[src/hdl/rtcatc_pkg.sv]
// constants and carriers for the alarm, tamper and trim control block
// assumes one 10 MHz clock and a byte-wide register port
package rtcatc_pkg;
   // ************************************************************
   // register offsets and reset values
   // ************************************************************
   localparam logic [7:0] ADDR_ALARM_CTRL = 8'h08;
   localparam logic [7:0] ADDR_DETECTOR   = 8'h09;
   localparam logic [7:0] ADDR_CAP_TRIM   = 8'h0A;
   localparam logic [7:0] ADDR_COUNT_TRIM = 8'h0B;
   localparam logic [7:0] RST_REG         = 8'h00;
   localparam logic [3:0] FREQ_OFF        = 4'h0;
   localparam logic [3:0] FREQ_RAW        = 4'h1;
   localparam logic [1:0] RATE_CONT       = 2'h0;
   localparam logic [1:0] QSEC_LAST       = 2'h3;
   // ************************************************************
   // timing
   // ************************************************************
   localparam int CLK_HZ        = 10_000_000;
   localparam int PULSE_MS      = 250;
   localparam int PULSE_CYC     = PULSE_MS * (CLK_HZ / 1000);
   localparam int FILT1_US      = 3900;
   localparam int FILT2_US      = 15625;
   localparam int FILT3_US      = 31250;
   localparam int FILT1_CYC     = FILT1_US * (CLK_HZ / 1_000_000);
   localparam int FILT2_CYC     = FILT2_US * (CLK_HZ / 1_000_000);
   localparam int FILT3_CYC     = FILT3_US * (CLK_HZ / 1_000_000);
   localparam int SEC_CYC       = CLK_HZ;
   localparam int PPM_STEP      = 20;
   localparam int TRIM_STEP_CYC = (CLK_HZ / 1_000_000) * PPM_STEP;
   // ************************************************************
   // register layouts
   // ************************************************************
   typedef struct packed {
      logic       alarm_repeat_select;
      logic       alarm_enable;
      logic       low_power_switch;
      logic       pin_off_in_battery;
      logic [3:0] freq_select;
   } rtcatc_alarm_s;
   typedef struct packed {
      logic       input_pullup_off;
      logic       detect_out_battery_off;
      logic       halt_on_detect;
      logic       detector_on;
      logic [1:0] input_filter_time;
      logic [1:0] input_sample_rate;
   } rtcatc_detect_s;
   typedef struct packed {
      logic [1:0] battery_cap_delta;
      logic [5:0] cap_trim;
   } rtcatc_cap_s;
endpackage : rtcatc_pkg

[src/hdl/rtcatc_top.sv]
// alarm pin, tamper detector, supply switch and trim control
// assumes synchronous inputs, a byte register port and an outside status register
`timescale 1ns/1ps
module rtcatc_top #(
   parameter int PULSE_CYC = rtcatc_pkg::PULSE_CYC,
   parameter int FILT1_CYC = rtcatc_pkg::FILT1_CYC,
   parameter int FILT2_CYC = rtcatc_pkg::FILT2_CYC,
   parameter int FILT3_CYC = rtcatc_pkg::FILT3_CYC,
   parameter int SEC_CYC   = rtcatc_pkg::SEC_CYC
) (
   input  wire logic       clk,
   input  wire logic       nrst,
   input  wire logic       reg_wr,
   input  wire logic [7:0] reg_addr,
   input  wire logic [7:0] reg_wdata,
   output logic      [7:0] reg_rdata,
   input  wire logic       vdd_below_hys,
   input  wire logic       vdd_below_trip,
   input  wire logic       osc_32k,
   input  wire logic       alarm_match,
   input  wire logic       alarm_flag,
   input  wire logic       time_write_done,
   input  wire logic       tamper_input,
   input  wire logic       detect_clr,
   output logic            on_battery,
   output logic            irq_fout_o,
   output logic            irq_fout_oe,
   output logic            tamper_out_n_o,
   output logic            tamper_out_n_oe,
   output logic            pullup_en,
   output logic      [5:0] cap_code,
   output logic      [1:0] cap_delta,
   output logic            sec_tick,
   output logic            count_halted,
   output logic            detect_flag
);
   // ************************************************************
   // functions
   // ************************************************************
   function automatic logic [23:0] trim_len(input logic [2:0] t, input logic [23:0] base);
      logic [23:0] adj;
      adj = 24'(rtcatc_pkg::TRIM_STEP_CYC) * {22'h00_0000, t[1:0]};
      return t[2] ? base + adj : base - adj;
   endfunction : trim_len

   function automatic logic [31:0] half_len(input logic [3:0] f, input logic [23:0] l);
      logic [31:0] w;
      w = {8'h00, l};
      case (f)
         4'h2:    return w >> 13;
         4'h3:    return w >> 11;
         4'h4:    return w >> 7;
         4'h5:    return w >> 6;
         4'h6:    return w >> 5;
         4'h7:    return w >> 4;
         4'h8:    return w >> 3;
         4'h9:    return w >> 2;
         4'hA:    return w >> 1;
         4'hB:    return w;
         4'hC:    return w << 1;
         4'hD:    return w << 2;
         4'hE:    return w << 3;
         4'hF:    return w << 4;
         default: return 32'h0000_0001;
      endcase
   endfunction : half_len

   // ************************************************************
   // registers
   // ************************************************************
   rtcatc_pkg::rtcatc_alarm_s  ac;
   rtcatc_pkg::rtcatc_detect_s dc;
   rtcatc_pkg::rtcatc_cap_s    cc;
   logic [2:0]                 count_trim;
   logic [23:0]                sec_cnt;
   logic [1:0]                 qsec;
   logic [31:0]                fcnt;
   logic                       ftog;
   logic [31:0]                pulse_cnt;
   logic [31:0]                filt_cnt;
   logic                       filt_run;

   wire wr_ac = reg_wr && reg_addr == rtcatc_pkg::ADDR_ALARM_CTRL;
   wire wr_dc = reg_wr && reg_addr == rtcatc_pkg::ADDR_DETECTOR;
   wire wr_cc = reg_wr && reg_addr == rtcatc_pkg::ADDR_CAP_TRIM;
   wire wr_dt = reg_wr && reg_addr == rtcatc_pkg::ADDR_COUNT_TRIM;
   wire [7:0] next_rdata = reg_addr == rtcatc_pkg::ADDR_ALARM_CTRL ? ac :
                           reg_addr == rtcatc_pkg::ADDR_DETECTOR   ? dc :
                           reg_addr == rtcatc_pkg::ADDR_CAP_TRIM   ? cc :
                           reg_addr == rtcatc_pkg::ADDR_COUNT_TRIM ? {5'h00, count_trim} : 8'h00;

   // ************************************************************
   // supply switch and trimmed second
   // ************************************************************
   wire next_on_battery = ac.low_power_switch ? vdd_below_hys : vdd_below_hys && vdd_below_trip;
   wire [23:0] sec_len = trim_len(count_trim, 24'(SEC_CYC));
   wire s_end  = sec_cnt >= sec_len - 24'h00_0001;
   wire s_half = sec_cnt == (sec_len >> 1) - 24'h00_0001;
   wire [31:0] f_half = half_len(ac.freq_select, sec_len);

   // ************************************************************
   // alarm and frequency pin
   // ************************************************************
   wire alarm_active = ac.alarm_enable && ac.freq_select == rtcatc_pkg::FREQ_OFF;
   wire pin_gated    = on_battery && ac.pin_off_in_battery;
   wire alarm_low    = alarm_active && (ac.alarm_repeat_select ? pulse_cnt != 32'h0 : alarm_flag);
   wire fout_level   = ac.freq_select == rtcatc_pkg::FREQ_RAW ? osc_32k : ftog;
   wire next_pin_low = pin_gated ? 1'b0 :
                       ac.freq_select != rtcatc_pkg::FREQ_OFF ? !fout_level : alarm_low;
   wire pulse_load   = alarm_match && alarm_active && ac.alarm_repeat_select;

   // ************************************************************
   // tamper detector
   // ************************************************************
   wire samp_tick = dc.input_sample_rate == 2'h1 ? s_end || s_half :
                    dc.input_sample_rate == 2'h2 ? s_end :
                    s_end && qsec == rtcatc_pkg::QSEC_LAST;
   wire [31:0] filt_len = dc.input_filter_time == 2'h1 ? 32'(FILT1_CYC) :
                          dc.input_filter_time == 2'h2 ? 32'(FILT2_CYC) :
                          dc.input_filter_time == 2'h3 ? 32'(FILT3_CYC) : 32'h0;
   wire continuous = dc.input_sample_rate == rtcatc_pkg::RATE_CONT;
   wire samp_hit   = !continuous && samp_tick && tamper_input;
   wire detect_ev  = dc.detector_on && (continuous ? tamper_input :
                     (samp_hit && filt_len == 32'h0) ||
                     (filt_run && tamper_input && filt_cnt == 32'h1));
   wire next_detect_flag = detect_ev || (detect_flag && !detect_clr);
   wire next_halted      = (detect_ev && dc.halt_on_detect) || (count_halted && !time_write_done);
   wire next_out_low     = next_detect_flag && !(next_on_battery && dc.detect_out_battery_off);

   // ************************************************************
   // register file
   // ************************************************************
   always_ff @(posedge clk)
   begin
      if (!nrst)
      begin
         ac         <= rtcatc_pkg::RST_REG;
         dc         <= rtcatc_pkg::RST_REG;
         cc         <= rtcatc_pkg::RST_REG;
         count_trim <= 3'h0;
         reg_rdata  <= 8'h00;
      end
      else
      begin
         reg_rdata <= next_rdata;
         if (wr_ac)
            ac <= reg_wdata;
         if (wr_cc)
            cc <= reg_wdata;
         if (wr_dt)
            count_trim <= reg_wdata[2:0];
         if (wr_dc)
            dc <= reg_wdata;
         else if (time_write_done)
            dc.halt_on_detect <= 1'b0;
      end
   end

   // ************************************************************
   // timebase, pulse and frequency counters
   // ************************************************************
   always_ff @(posedge clk)
   begin
      if (!nrst)
      begin
         sec_cnt   <= 24'h00_0000;
         qsec      <= 2'h0;
         sec_tick  <= 1'b0;
         fcnt      <= 32'h0000_0000;
         ftog      <= 1'b0;
         pulse_cnt <= 32'h0000_0000;
      end
      else
      begin
         sec_cnt  <= s_end ? 24'h00_0000 : sec_cnt + 24'h00_0001;
         qsec     <= s_end ? qsec + 2'h1 : qsec;
         sec_tick <= s_end && !count_halted;
         fcnt     <= fcnt + 32'h1 >= f_half ? 32'h0 : fcnt + 32'h1;
         ftog     <= fcnt + 32'h1 >= f_half ? !ftog : ftog;
         if (pulse_load)
            pulse_cnt <= 32'(PULSE_CYC);
         else if (pulse_cnt != 32'h0)
            pulse_cnt <= pulse_cnt - 32'h1;
      end
   end

   // ************************************************************
   // detector and pin state
   // ************************************************************
   always_ff @(posedge clk)
   begin
      if (!nrst)
      begin
         filt_run        <= 1'b0;
         filt_cnt        <= 32'h0000_0000;
         detect_flag     <= 1'b0;
         count_halted    <= 1'b0;
         on_battery      <= 1'b0;
         irq_fout_oe     <= 1'b0;
         tamper_out_n_oe <= 1'b0;
         pullup_en       <= 1'b0;
         cap_code        <= 6'h00;
         cap_delta       <= 2'h0;
      end
      else
      begin
         if (samp_hit && filt_len != 32'h0)
         begin
            filt_run <= 1'b1;
            filt_cnt <= filt_len;
         end
         else if (!tamper_input || filt_cnt <= 32'h1)
            filt_run <= 1'b0;
         else
            filt_cnt <= filt_cnt - 32'h1;
         detect_flag     <= next_detect_flag;
         count_halted    <= next_halted;
         on_battery      <= next_on_battery;
         irq_fout_oe     <= next_pin_low;
         tamper_out_n_oe <= next_out_low;
         pullup_en       <= !dc.input_pullup_off;
         cap_code        <= {!cc.cap_trim[5], cc.cap_trim[4:0]};
         cap_delta       <= next_on_battery ? cc.battery_cap_delta : 2'h0;
      end
   end

   assign irq_fout_o     = 1'b0;
   assign tamper_out_n_o = 1'b0;
endmodule : rtcatc_top

[config.mk]
export PLATFORM = sky130hd
export DESIGN_NAME = rtcatc_top
export DESIGN_NICKNAME = d
export VERILOG_FILES = /design/src/hdl/rtcatc_pkg.sv /design/src/hdl/rtcatc_top.sv
export SDC_FILE = /design/constraint.sdc
export NUM_CORES = 1
export LEC_CHECK = 0
export BUFFER_PORTS_ARGS = -buffer_cell sky130_fd_sc_hd__buf_2
export CAP_MARGIN = 10
export CORE_UTILIZATION = 58
export CTS_BUF_LIST = sky130_fd_sc_hd__clkbuf_8
export DETAILED_ROUTE_END_ITERATION = 10
export GPL_TIMING_DRIVEN = 0
export MAX_ROUTING_LAYER = met4
export PLACE_DENSITY = 0.79
export SYNTH_ARGS = -nofsm -noshare
export SYNTH_HDL_FRONTEND = slang
export SYNTH_SLANG_ARGS = --single-unit
[constraint.sdc]
create_clock -name clk -period 4.2 [get_ports clk]
set_input_delay 0.42 -clock clk [delete_from_list [all_inputs] [get_ports clk]]
set_output_delay 0.42 -clock clk [all_outputs]
set_load 0.01 [all_outputs]
Yosys cells after proc, flatten, opt, wreduce, memory -nomap -nowiden
Cells that the tools add are included.
{"block": "word_totals", "reg_bits": 174, "input_bits": 27, "wordCells": 151}
{"block": "op_classes", "addsub": 9, "mux": 24, "mul": 1, "n_bitwise": 1, "n_reduce_logical": 53, "eq_ne": 28, "magnitude_cmp": 3}
{"operator": "case mux 28 bit (14 select lines)", "count": 1}
{"operator": "two-way mux 32 bit", "count": 2}
{"operator": "nonzero test 32 bit", "count": 2}
{"operator": "subtractor 32 x 1 -> 32 bit, second input constant", "count": 2}
{"operator": "two-way mux 19 bit", "count": 3}
{"operator": "two-way mux 22 bit", "count": 2}
{"operator": "adder 32 x 1 -> 32 bit, second input constant", "count": 1}
{"operator": "== test 32 x 1 -> 1 bit, second input constant", "count": 1}
{"operator": "== test 4 bit, second input constant", "count": 8}
{"operator": "== test 8 x 4 -> 1 bit, second input constant", "count": 4}
{"operator": "greater-or-equal comparator 32 bit", "count": 1}
{"operator": "<= comparator 32 x 1 -> 1 bit, second input constant", "count": 1}
{"operator": "logical NOT 32 bit", "count": 1}
{"operator": "adder 24 x 1 -> 24 bit, second input constant", "count": 1}
{"operator": "adder 24 x 10 -> 24 bit, first input constant", "count": 1}
{"operator": "== test 24 bit", "count": 1}
{"operator": "greater-or-equal comparator 24 bit", "count": 1}
{"operator": "logical AND 1 bit", "count": 24}
{"operator": "two-way mux 24 bit", "count": 1}
{"operator": "two-way mux 8 bit", "count": 3}
{"operator": "subtractor 23 x 1 -> 24 bit, second input constant", "count": 1}
{"operator": "subtractor 24 x 1 -> 24 bit, second input constant", "count": 1}
{"operator": "subtractor 24 x 10 -> 24 bit, first input constant", "count": 1}
{"operator": "== test 4 x 3 -> 1 bit, second input constant", "count": 4}
{"operator": "18 further kinds", "count": 51}

Longest topological paths before layout
Gate-level depths: netlist (run 1).
{"block": "logic_depth", "word_depth": 16, "depth_mapped": 22, "depth_no_buf": 19}

Least setup slack after synthesis (run 1)
No wires, ideal clock.
{"block": "synth_path", "kind": "register to register", "start": "register count_trim[0]", "end": "register fcnt[10]", "stages_incl_launch_ff": 22, "t_arrival_ns": 4.095, "synth_period_minus_slack_ns": 4.209, "path_slack_ns": -0.009, "setup_time_ns": 0.114, "n_path_buf": 3, "path_cell_list": "dfxtp_1 -> clkbuf_1 -> inv_1 -> ha_1 -> inv_1 -> ha_1 -> nand2b_1 -> clkbuf_1 -> nor2_1 -> nand2_1 -> o21ai_0 -> a221oi_1 -> a21oi_1 -> a221oi_1 -> ha_1 -> nand4_1 -> a211o_1 -> a311oi_1 -> o21ai_0 -> nand3_1 -> clkbuf_1 -> and2b_1"}
{"block": "synth_between", "elab_chain_cells": 6, "elab_cells_between_ends": 7, "classes_between": "add/sub (2); mul (1); order compare (1); mux (2); reduce/logical (1)"}
{"element": "start: declaration", "line_no": "rtcatc_top.sv:74", "rtl": "logic [2:0] count_trim;"}
{"element": "start signal: assignment", "line_no": "rtcatc_top.sv:151", "rtl": "count_trim <= reg_wdata[2:0];"}
{"element": "multiplier 5 x 2 -> 7 bit (*)", "line_no": "rtcatc_top.sv:42", "rtl": "adj = 24'(rtcatc_pkg::TRIM_STEP_CYC) * {22'h00_0000, t[1:0]};"}
{"element": "subtractor 24 x 10 -> 24 bit / adder 24 x 10 -> 24 bit (equally long branches)", "line_no": "rtcatc_top.sv:43", "rtl": "return t[2] ? base + adj : base - adj;"}
{"element": "two-way mux 24 bit (*)", "line_no": "rtcatc_top.sv:43"}
{"element": "case mux 28 bit (14 select lines) (*)", "line_no": "rtcatc_top.sv:49", "rtl": "case (f)"}
{"element": "greater-or-equal comparator 32 bit (*)", "line_no": "rtcatc_top.sv:178", "rtl": "fcnt <= fcnt + 32'h1 >= f_half ? 32'h0 : fcnt + 32'h1;"}
{"element": "OR reduction 2 bit (no line) (*)"}
{"element": "end signal: assignment", "line_no": "rtcatc_top.sv:178"}
{"element": "end: declaration", "line_no": "rtcatc_top.sv:77", "rtl": "logic [31:0] fcnt;"}
Every way passes the cells marked *; elsewhere a longest branch is shown, timed or not.
A chain may end at the register's enable or synchronous reset.

Worst setup path after layout (run 1)
{"block": "layout_path", "start": "register ac[1] (netlist bit)", "end": "register fcnt[20]"}
{"block": "layout_between", "elab_chain_cells": 4, "elab_cells_between_ends": 17, "classes_between": "order compare (1); eq/ne (14); mux (1); reduce/logical (1)"}
{"element": "start: declaration", "line_no": "rtcatc_top.sv:71", "rtl": "rtcatc_pkg::rtcatc_alarm_s ac;"}
{"element": "start signal: assignment", "line_no": "rtcatc_top.sv:137", "rtl": "ac <= rtcatc_pkg::RST_REG;"}
{"element": "start signal: assignment", "line_no": "rtcatc_top.sv:147", "rtl": "ac <= reg_wdata;"}
{"element": "== test 4 bit (tied with other cells)", "line_no": "rtcatc_top.sv:49"}
{"element": "case mux 28 bit (14 select lines) (*)", "line_no": "rtcatc_top.sv:49"}
{"element": "greater-or-equal comparator 32 bit (*)", "line_no": "rtcatc_top.sv:178"}
{"element": "OR reduction 2 bit (no line) (*)"}
Marks and branches as above.

==> impl_metrics.csv, run 1 <==
group,metric,value,unit
run_status,run_status,"finished clean",
final_layout,antenna_cells_inserted,0,
drt,detail_route.wirelength,25800,um
cts,cts-root-to-sink-buffers,2,
die,core,0.0166,sq mm
cts,cts.reportedPaths.clkPinSlew,0.10,ns
cts,clkSinkCount,174,
global_routing,grt_pass1_wl,42000,um
drt,initialDrtViolationCount,964,
synth,synth_compound_area_frac,0.147,
cts,tritoncts,"yes",
drt,post_drt_via_cell_ratio,6.09,
synth,yosys.area.top_type_share,0.351,
job,max_cap_viol_count,0,
synth,synthesis.area,0.00992,sq mm
drt,via_count,9134,
setup_path,worstSetupStartpoint,"ac[1]",
final_layout,multi_input_logic_area,0.00618,sq mm
synth,post_synth_main_area_contributors,"sky130_fd_sc_hd__dfxtp_1 35%, sky130_fd_sc_hd__ha_1 7.3%, sky130_fd_sc_hd__xnor2_1 6.4%",
setup_path,timing.critical_path.required,4.60,ns
sta,hold_viol_final,0,
setup_path,critPathKind,"register to register",
synth,yosys_warnings,0,
global_routing,track_usage,0.305,
placement,port_buffers,47,
placement,gp_routability_congestion,1.02,
sta,setup-violations-final,0,
final_layout,final_layout_size_suffix_gt1_frac,0.113,
hold_path,worstHoldPathCells,3,
setup_path,timing.critical_path.arrival,4.40,ns
setup_path,reg2reg_from,"ac[1]",
synth,synth_top_area_cell,"sky130_fd_sc_hd__dfxtp_1",
synth,synth_enable_flop_cells,0,
power,power.density,387,mW/mm^2
synth,postSynthAreaPerCell,8.32,sq um
sta,finalCritPeriodShare,0.952,
synth,synth_adder_area_share,0.0731,
sta,achievable-frequency,250,MHz
synth,yosys.area_share.simple,0.260,
drt,drt_pre_antenna_iters,5,
power,max-vdd-ir-drop,0.000401,V
die,initial_utilization,0.596,
drt,remaining_design_rule_violation_count,0,
setup_path,crit_end,"fcnt[20]",
die,floorplan.die.height,133,um
synth,asyncSetResetFlopFracSynth,0,
sta,fin_skew,0.0143,ns
setup_path,crit_fanout,10,
cts,tritoncts.num_buffers,17,
synth,synth-seq-area-share,0.351,
drt,routedWlPerCell,17.2,um
power,leakage,4.31,nW
setup_path,reg2reg_depth,13,
die,top_level_ports,52,
die,fp.dieArea,0.0176,sq mm
global_routing,grt_remaining_overflow,0,
synth,netlist-cell-type-count,76,
synth,synth_flop_cell,"sky130_fd_sc_hd__dfxtp_1",
cts,cts-root-buf,"sky130_fd_sc_hd__clkbuf_8",
synth,yosys.cell_count.top_type,"sky130_fd_sc_hd__dfxtp_1",
global_routing,antenna_found_initial,0,
global_routing,largest_net_degree_at_the_start_of_global_routing,18,
final_layout,area_overhead_vs_synth,10.4,%
setup_path,timing.critical_path.to_type,"register",
final_layout,fillers,1402,
setup_path,crit-reg2reg-capture,"fcnt[20]",
sta,final_period_minus_worst_setup_slack,4.00,ns
sta,worst_pin_slew,1.02,ns
sta,final_max_slew_viol_count,0,
global_routing,grt_pass1_vias,8567,
hold_path,min-delay-path-class,"primary input to register",
setup_path,cp_slowest_stage_delay,0.49,ns
cts,insertion_delay,0.48,ns
setup_path,worst-r2r-setup-slack,0.20,ns
cts,post_cts_hold_buffer_count,0,
final_layout,finalNetCount,1353,
synth,synth_top_cells_by_count,"174 x sky130_fd_sc_hd__dfxtp_1, 158 x sky130_fd_sc_hd__nor2_1, 76 x sky130_fd_sc_hd__nand2_1",
sta,relSlewSlack,0.319,
synth,synth_top_family_by_area,"simple AND/OR/NAND/NOR gates",
die,placement_rows,47,
synth,xor_and_xnor_fraction_of_the_mapped_netlist_area,0.0997,
setup_path,worstSetupStartpointType,"register",
synth,postSynthCellCount,1193,
setup_path,critical-path-slowest-cell,"sky130_fd_sc_hd__buf_1",
sta,final.hold.worst_slack,0.227,ns
placement,dpl.hpwl,18600,um
sta,final.setup.tns,0,ns
final_layout,register_area,0.00349,sq mm
setup_path,cp_cell_sequence,"clkbuf_1, buf_1, buf_1, or2_2, ha_1, a21o_1, a21o_1, a21oi_1, o221ai_1, a211oi_2, nand3_2, clkbuf_2, nor2b_1",
cts,htree_num_levels,4,
die,die_width,133,um
synth,synth-seq-cells,174,
drt,detail_route_antenna_nets,0,
synth,muxShareOfSynthArea,0.0319,
-- routing by layer --
metal | track usage | part of all wire | up-vias
li1 | - | - | 4390
met1 | 0.402 | 0.44 | 4277
met2 | 0.463 | 0.45 | 397
met3 | 0.0582 | 0.078 | 70
met4 | 0.113 | 0.026 | 0
met5 | - | 0 | -
-- worst min path at each step --
stage | start | to | slack (ns)
after floorplan | cc[5] | cap_code[5] | 0.41
after global placement | cc[5] | cap_code[5] | 0.44
after detailed placement | cc[5] | cap_code[5] | 0.43
after CTS | reg_wdata[5] | dc[5] | 0.21
after global routing | reg_wdata[5] | ac[5] | 0.22
final | reg_wdata[5] | ac[5] | 0.23
-- power by group --
part           internal, mW  total [mW]  switching [mW]
combinational         0.495        1.19           0.694
sequential             1.80        1.93           0.138
clock                 0.429        1.12           0.688
total                  2.72        4.24            1.52
-- final cells by class --
class	count	share of cell area
Buffer	55	0.0239
Clock buffer	17	0.0214
Tap cell	220	0.0251
Multi-Input combinational cell	940	0.565
Sequential cell	174	0.319
Timing Repair Buffer	51	0.0242
Inverter	29	0.0103
Clock inverter	15	0.0119
-- per-stage QoR --
step	cells	worst slack, ns	utilization	area, sq um	power, mW
3_5_place_dp	1466	-1.25	0.628	10500	3.13
6_report	1501	0.201	0.658	11000	4.24
2_1_floorplan	1199	0.110	-	9950	2.89
3_3_place_gp	1466	-1.26	0.628	10500	3.10
5_1_grt	1501	-0.0111	0.658	11000	4.49
4_1_cts	1497	0.00743	0.653	10900	4.24
-- worst max-delay path: cells and delay by family, from the launching register on --
family | cells | cell delay [ns]
simple gates | 3 | 0.54
buf+inv | 4 | 1.66
fa+ha+maj | 1 | 0.23
flops | 1 | 0.46
compound gates | 5 | 1.02
-- flip-flops by register name, indices dropped and copies added, names as in the netlist, 2 cells and up --
| name | count |
|---|---|
| qsec | 2 |
| pulse_cnt | 32 |
| reg_rdata | 8 |
| ac | 8 |
| fcnt | 32 |
| dc | 8 |
| sec_cnt | 24 |
| count_trim | 3 |
| cap_code | 6 |
| cc | 8 |
| cap_delta | 2 |
| filt_cnt | 32 |
-- kinds of logic after synthesis --
logic type / count (synthesis)
xor+xnor: 113
buf+inv: 86
compound gates: 224
mux: 31
flops: 174
other cells: 1
simple gates: 506
fa+ha+maj: 58
-- placed cells by master (no fill, tap or decap), types with 15 or more instances in the layout --
cell type | Yosys | routed
sky130_fd_sc_hd__xor2_1 | 40 | 40
sky130_fd_sc_hd__buf_2 | 1 | 48
sky130_fd_sc_hd__ha_1 | 58 | 58
sky130_fd_sc_hd__nor3_1 | 34 | 34
sky130_fd_sc_hd__a21oi_1 | 70 | 70
sky130_fd_sc_hd__nor2_1 | 158 | 157
sky130_fd_sc_hd__xnor2_1 | 73 | 73
sky130_fd_sc_hd__nand2_1 | 76 | 74
sky130_fd_sc_hd__nor4_1 | 27 | 27
sky130_fd_sc_hd__mux2i_1 | 26 | 23
sky130_fd_sc_hd__o21ai_0 | 35 | 32
sky130_fd_sc_hd__inv_1 | 29 | 28
sky130_fd_sc_hd__clkbuf_8 | 0 | 18
sky130_fd_sc_hd__and3_1 | 15 | 15
sky130_fd_sc_hd__a21o_1 | 15 | 15
sky130_fd_sc_hd__nand3_1 | 47 | 46
sky130_fd_sc_hd__clkbuf_1 | 38 | 33
sky130_fd_sc_hd__dfxtp_1 | 174 | 172
sky130_fd_sc_hd__o22ai_1 | 20 | 19
sky130_fd_sc_hd__nor2b_1 | 33 | 33
sky130_fd_sc_hd__nand4_1 | 26 | 26
-- timing repair --
action	CTS	global route
hold endpoints to repair	0	0
endpoints found under the setup margin	91	85
cloned	0	1
buffers inserted	1	3
gates resized for setup	16	15
pin swaps	1	1
Note: power is estimated with default switching activity, not from simulation.
==> inputs of run 2 (changes only) <==
--- a/config.mk
+++ b/config.mk
@@ -7,12 +7,12 @@
 export LEC_CHECK = 0
 export BUFFER_PORTS_ARGS = -buffer_cell sky130_fd_sc_hd__buf_2
 export CAP_MARGIN = 10
-export CORE_UTILIZATION = 58
+export CORE_UTILIZATION = 51
 export CTS_BUF_LIST = sky130_fd_sc_hd__clkbuf_8
 export DETAILED_ROUTE_END_ITERATION = 10
 export GPL_TIMING_DRIVEN = 0
 export MAX_ROUTING_LAYER = met4
-export PLACE_DENSITY = 0.79
+export PLACE_DENSITY = 0.71
 export SYNTH_ARGS = -nofsm -noshare
 export SYNTH_HDL_FRONTEND = slang
 export SYNTH_SLANG_ARGS = --single-unit
==> impl_metrics.csv, run 2 (synthesized netlist as in run 1, its figures left out) <==
group,metric,value,unit
setup_path,reg2reg_depth,18,
run_status,run_status,"finished clean",
hold_path,hold_end,"dc[7]",
global_routing,grt_remaining_overflow,0,
job,max_cap_viol_count,0,
sta,final_period_minus_worst_setup_slack,3.97,ns
drt,routedWlPerCell,16.6,um
cts,tritoncts,"yes",
final_layout,top_library_cells_by_usage_in_the_layout_fill_and_taps_aside,"172 x sky130_fd_sc_hd__dfxtp_1, 157 x sky130_fd_sc_hd__nor2_1, 74 x sky130_fd_sc_hd__nand2_1",
sta,achievable-frequency,252,MHz
final_layout,final_common_cell,"sky130_fd_sc_hd__dfxtp_1",
sta,unrepaired_setup_endpoints_after_global_routing,"false",
sta,fin_skew,0.0206,ns
setup_path,critPathTopFamily,"compound AO/OA/AOI/OAI gates",
die,top_level_ports,52,
final_layout,reg_top3,"fcnt x32, filt_cnt x32, pulse_cnt x32",
hold_path,worstHoldStart,"reg_wdata[7]",
global_routing,grt_pass1_vias,8256,
drt,remaining_design_rule_violation_count,0,
die,fp.dieArea,0.0200,sq mm
drt,initialDrtViolationCount,718,
drt,drt_pre_antenna_iters,8,
cts,clkSinkCount,174,
sta,setup-violations-final,0,
setup_path,cp_slowest_stage_delay,0.39,ns
final_layout,final_layout_size_suffix_gt1_frac,0.119,
setup_path,reg2reg_from,"count_trim[0]",
setup_path,worstPathBufferInverterCount,4,
cts,cts-root-to-sink-buffers,2,
drt,detail_route_antenna_nets,0,
setup_path,critical-path-slowest-cell,"sky130_fd_sc_hd__a211oi_2",
sta,final_max_slew_viol_count,0,
sta,final.setup.tns,0,ns
drt,via_count,8831,
cts,cts.reportedPaths.clkPinSlew,0.12,ns
die,initial_utilization,0.525,
cts,cts-root-buf,"sky130_fd_sc_hd__clkbuf_8",
die,core,0.0189,sq mm
cts,insertion_delay,0.49,ns
sta,hold_viol_final,0,
setup_path,timing.critical_path.required,4.57,ns
setup_path,worst-r2r-setup-slack,0.23,ns
die,floorplan.die.height,141,um
setup_path,timing.critical_path.arrival,4.34,ns
cts,post_cts_hold_buffer_count,0,
power,power.density,396,mW/mm^2
power,fin_total_pwr,4.41,mW
sta,finalCritPeriodShare,0.946,
cts,tritoncts.num_buffers,17,
setup_path,critPathKind,"register to register",
die,die_width,141,um
setup_path,crit_fanout,10,
setup_path,timing.critical_path.to_type,"register",
power,max-vdd-ir-drop,0.000432,V
drt,detail_route.wirelength,25700,um
final_layout,area_overhead_vs_synth,12.2,%
cts,htree_num_levels,4,
placement,gp_routability_congestion,1.01,
final_layout,finalNetCount,1357,
setup_path,worstSetupStartpointType,"register",
placement,port_buffers,47,
sta,relSlewSlack,0.300,
hold_path,worstHoldPathCells,3,
setup_path,cp_cell_sequence,"clkbuf_8, clkinvlp_4, ha_1, inv_1, ha_1, nand2_2, a211oi_2, nand2_1, xnor2_1, ha_1, nand3_1, o22ai_1, o311a_1, a21oi_4, o22ai_1, nand2_2, buf_6, o22ai_1",
hold_path,min-delay-path-class,"primary input to register",
die,placement_rows,50,
global_routing,largest_net_degree_at_the_start_of_global_routing,20,
global_routing,grt_pass1_wl,41700,um
drt,post_drt_via_cell_ratio,5.71,
placement,dpl.hpwl,19000,um
power,leakage,4.38,nW
global_routing,antenna_found_initial,1,
setup_path,crit-reg2reg-capture,"filt_cnt[18]",
sta,worst_pin_slew,1.05,ns
global_routing,track_usage,0.272,
-- run 2: layer usage --
layer	wire, um	global-route usage	up-vias	share of wire
met4	711	0.102	0	0.028
met2	11400	0.416	302	0.44
li1	-	-	4397	-
met5	0	-	-	0
met1	11800	0.350	4073	0.46
met3	1840	0.0638	59	0.072
-- run 2: timing repair --
action,4_1_cts,5_1_grt
setup buffers,1,8
gates resized for setup,22,17
endpoints found under the setup margin,90,83
pin swaps,1,2
-- run 2: metrics by stage --
stage	instance area [sq um]	utilization	worst slack (ns)	instances	hold WS [ns]
after global routing	11100	0.589	0.0232	1546	0.193
after detailed placement	10500	0.556	-1.27	1506	0.428
after floorplan	9950	-	0.110	1199	0.413
after global placement	10500	0.556	-1.19	1506	0.430
after CTS	11000	0.583	0.00252	1537	0.185
final	11100	0.589	0.227	1546	0.194
-- run 2: report_power, final --
group	internal, mW	switching [mW]
logic	0.495	0.681
registers	1.80	0.131
clock network	0.572	0.732
-- run 2: tightest hold or removal path, cell delays in order --
cell and delay [ns]:
sky130_fd_sc_hd__buf_2 0.10, sky130_fd_sc_hd__mux2i_1 0.06, sky130_fd_sc_hd__nor2_1 0.07
-- run 2: layout make-up --
cell class                 count  area, sq um
clock buffer                  17          234
buffer                        55          265
fill                        1744         7760
sequential                   174         3490
inverter                      29          113
clock inverter                15          211
antenna                        1         2.50
multi-input combinational    939         6190
timing repair buffer          56          303
tap                          260          325
-- run 2: worst max-delay path by stage --
stage | endpoint | cells after the start | start
finish | filt_cnt[18] | 18 | count_trim[0]
global route | fcnt[25] | 15 | fcnt[0]
detailed placement | fcnt[12] | 20 | count_trim[0]
global placement | fcnt[12] | 20 | count_trim[0]
CTS | filt_cnt[9] | 15 | count_trim[0]
floorplan | fcnt[10] | 21 | count_trim[0]
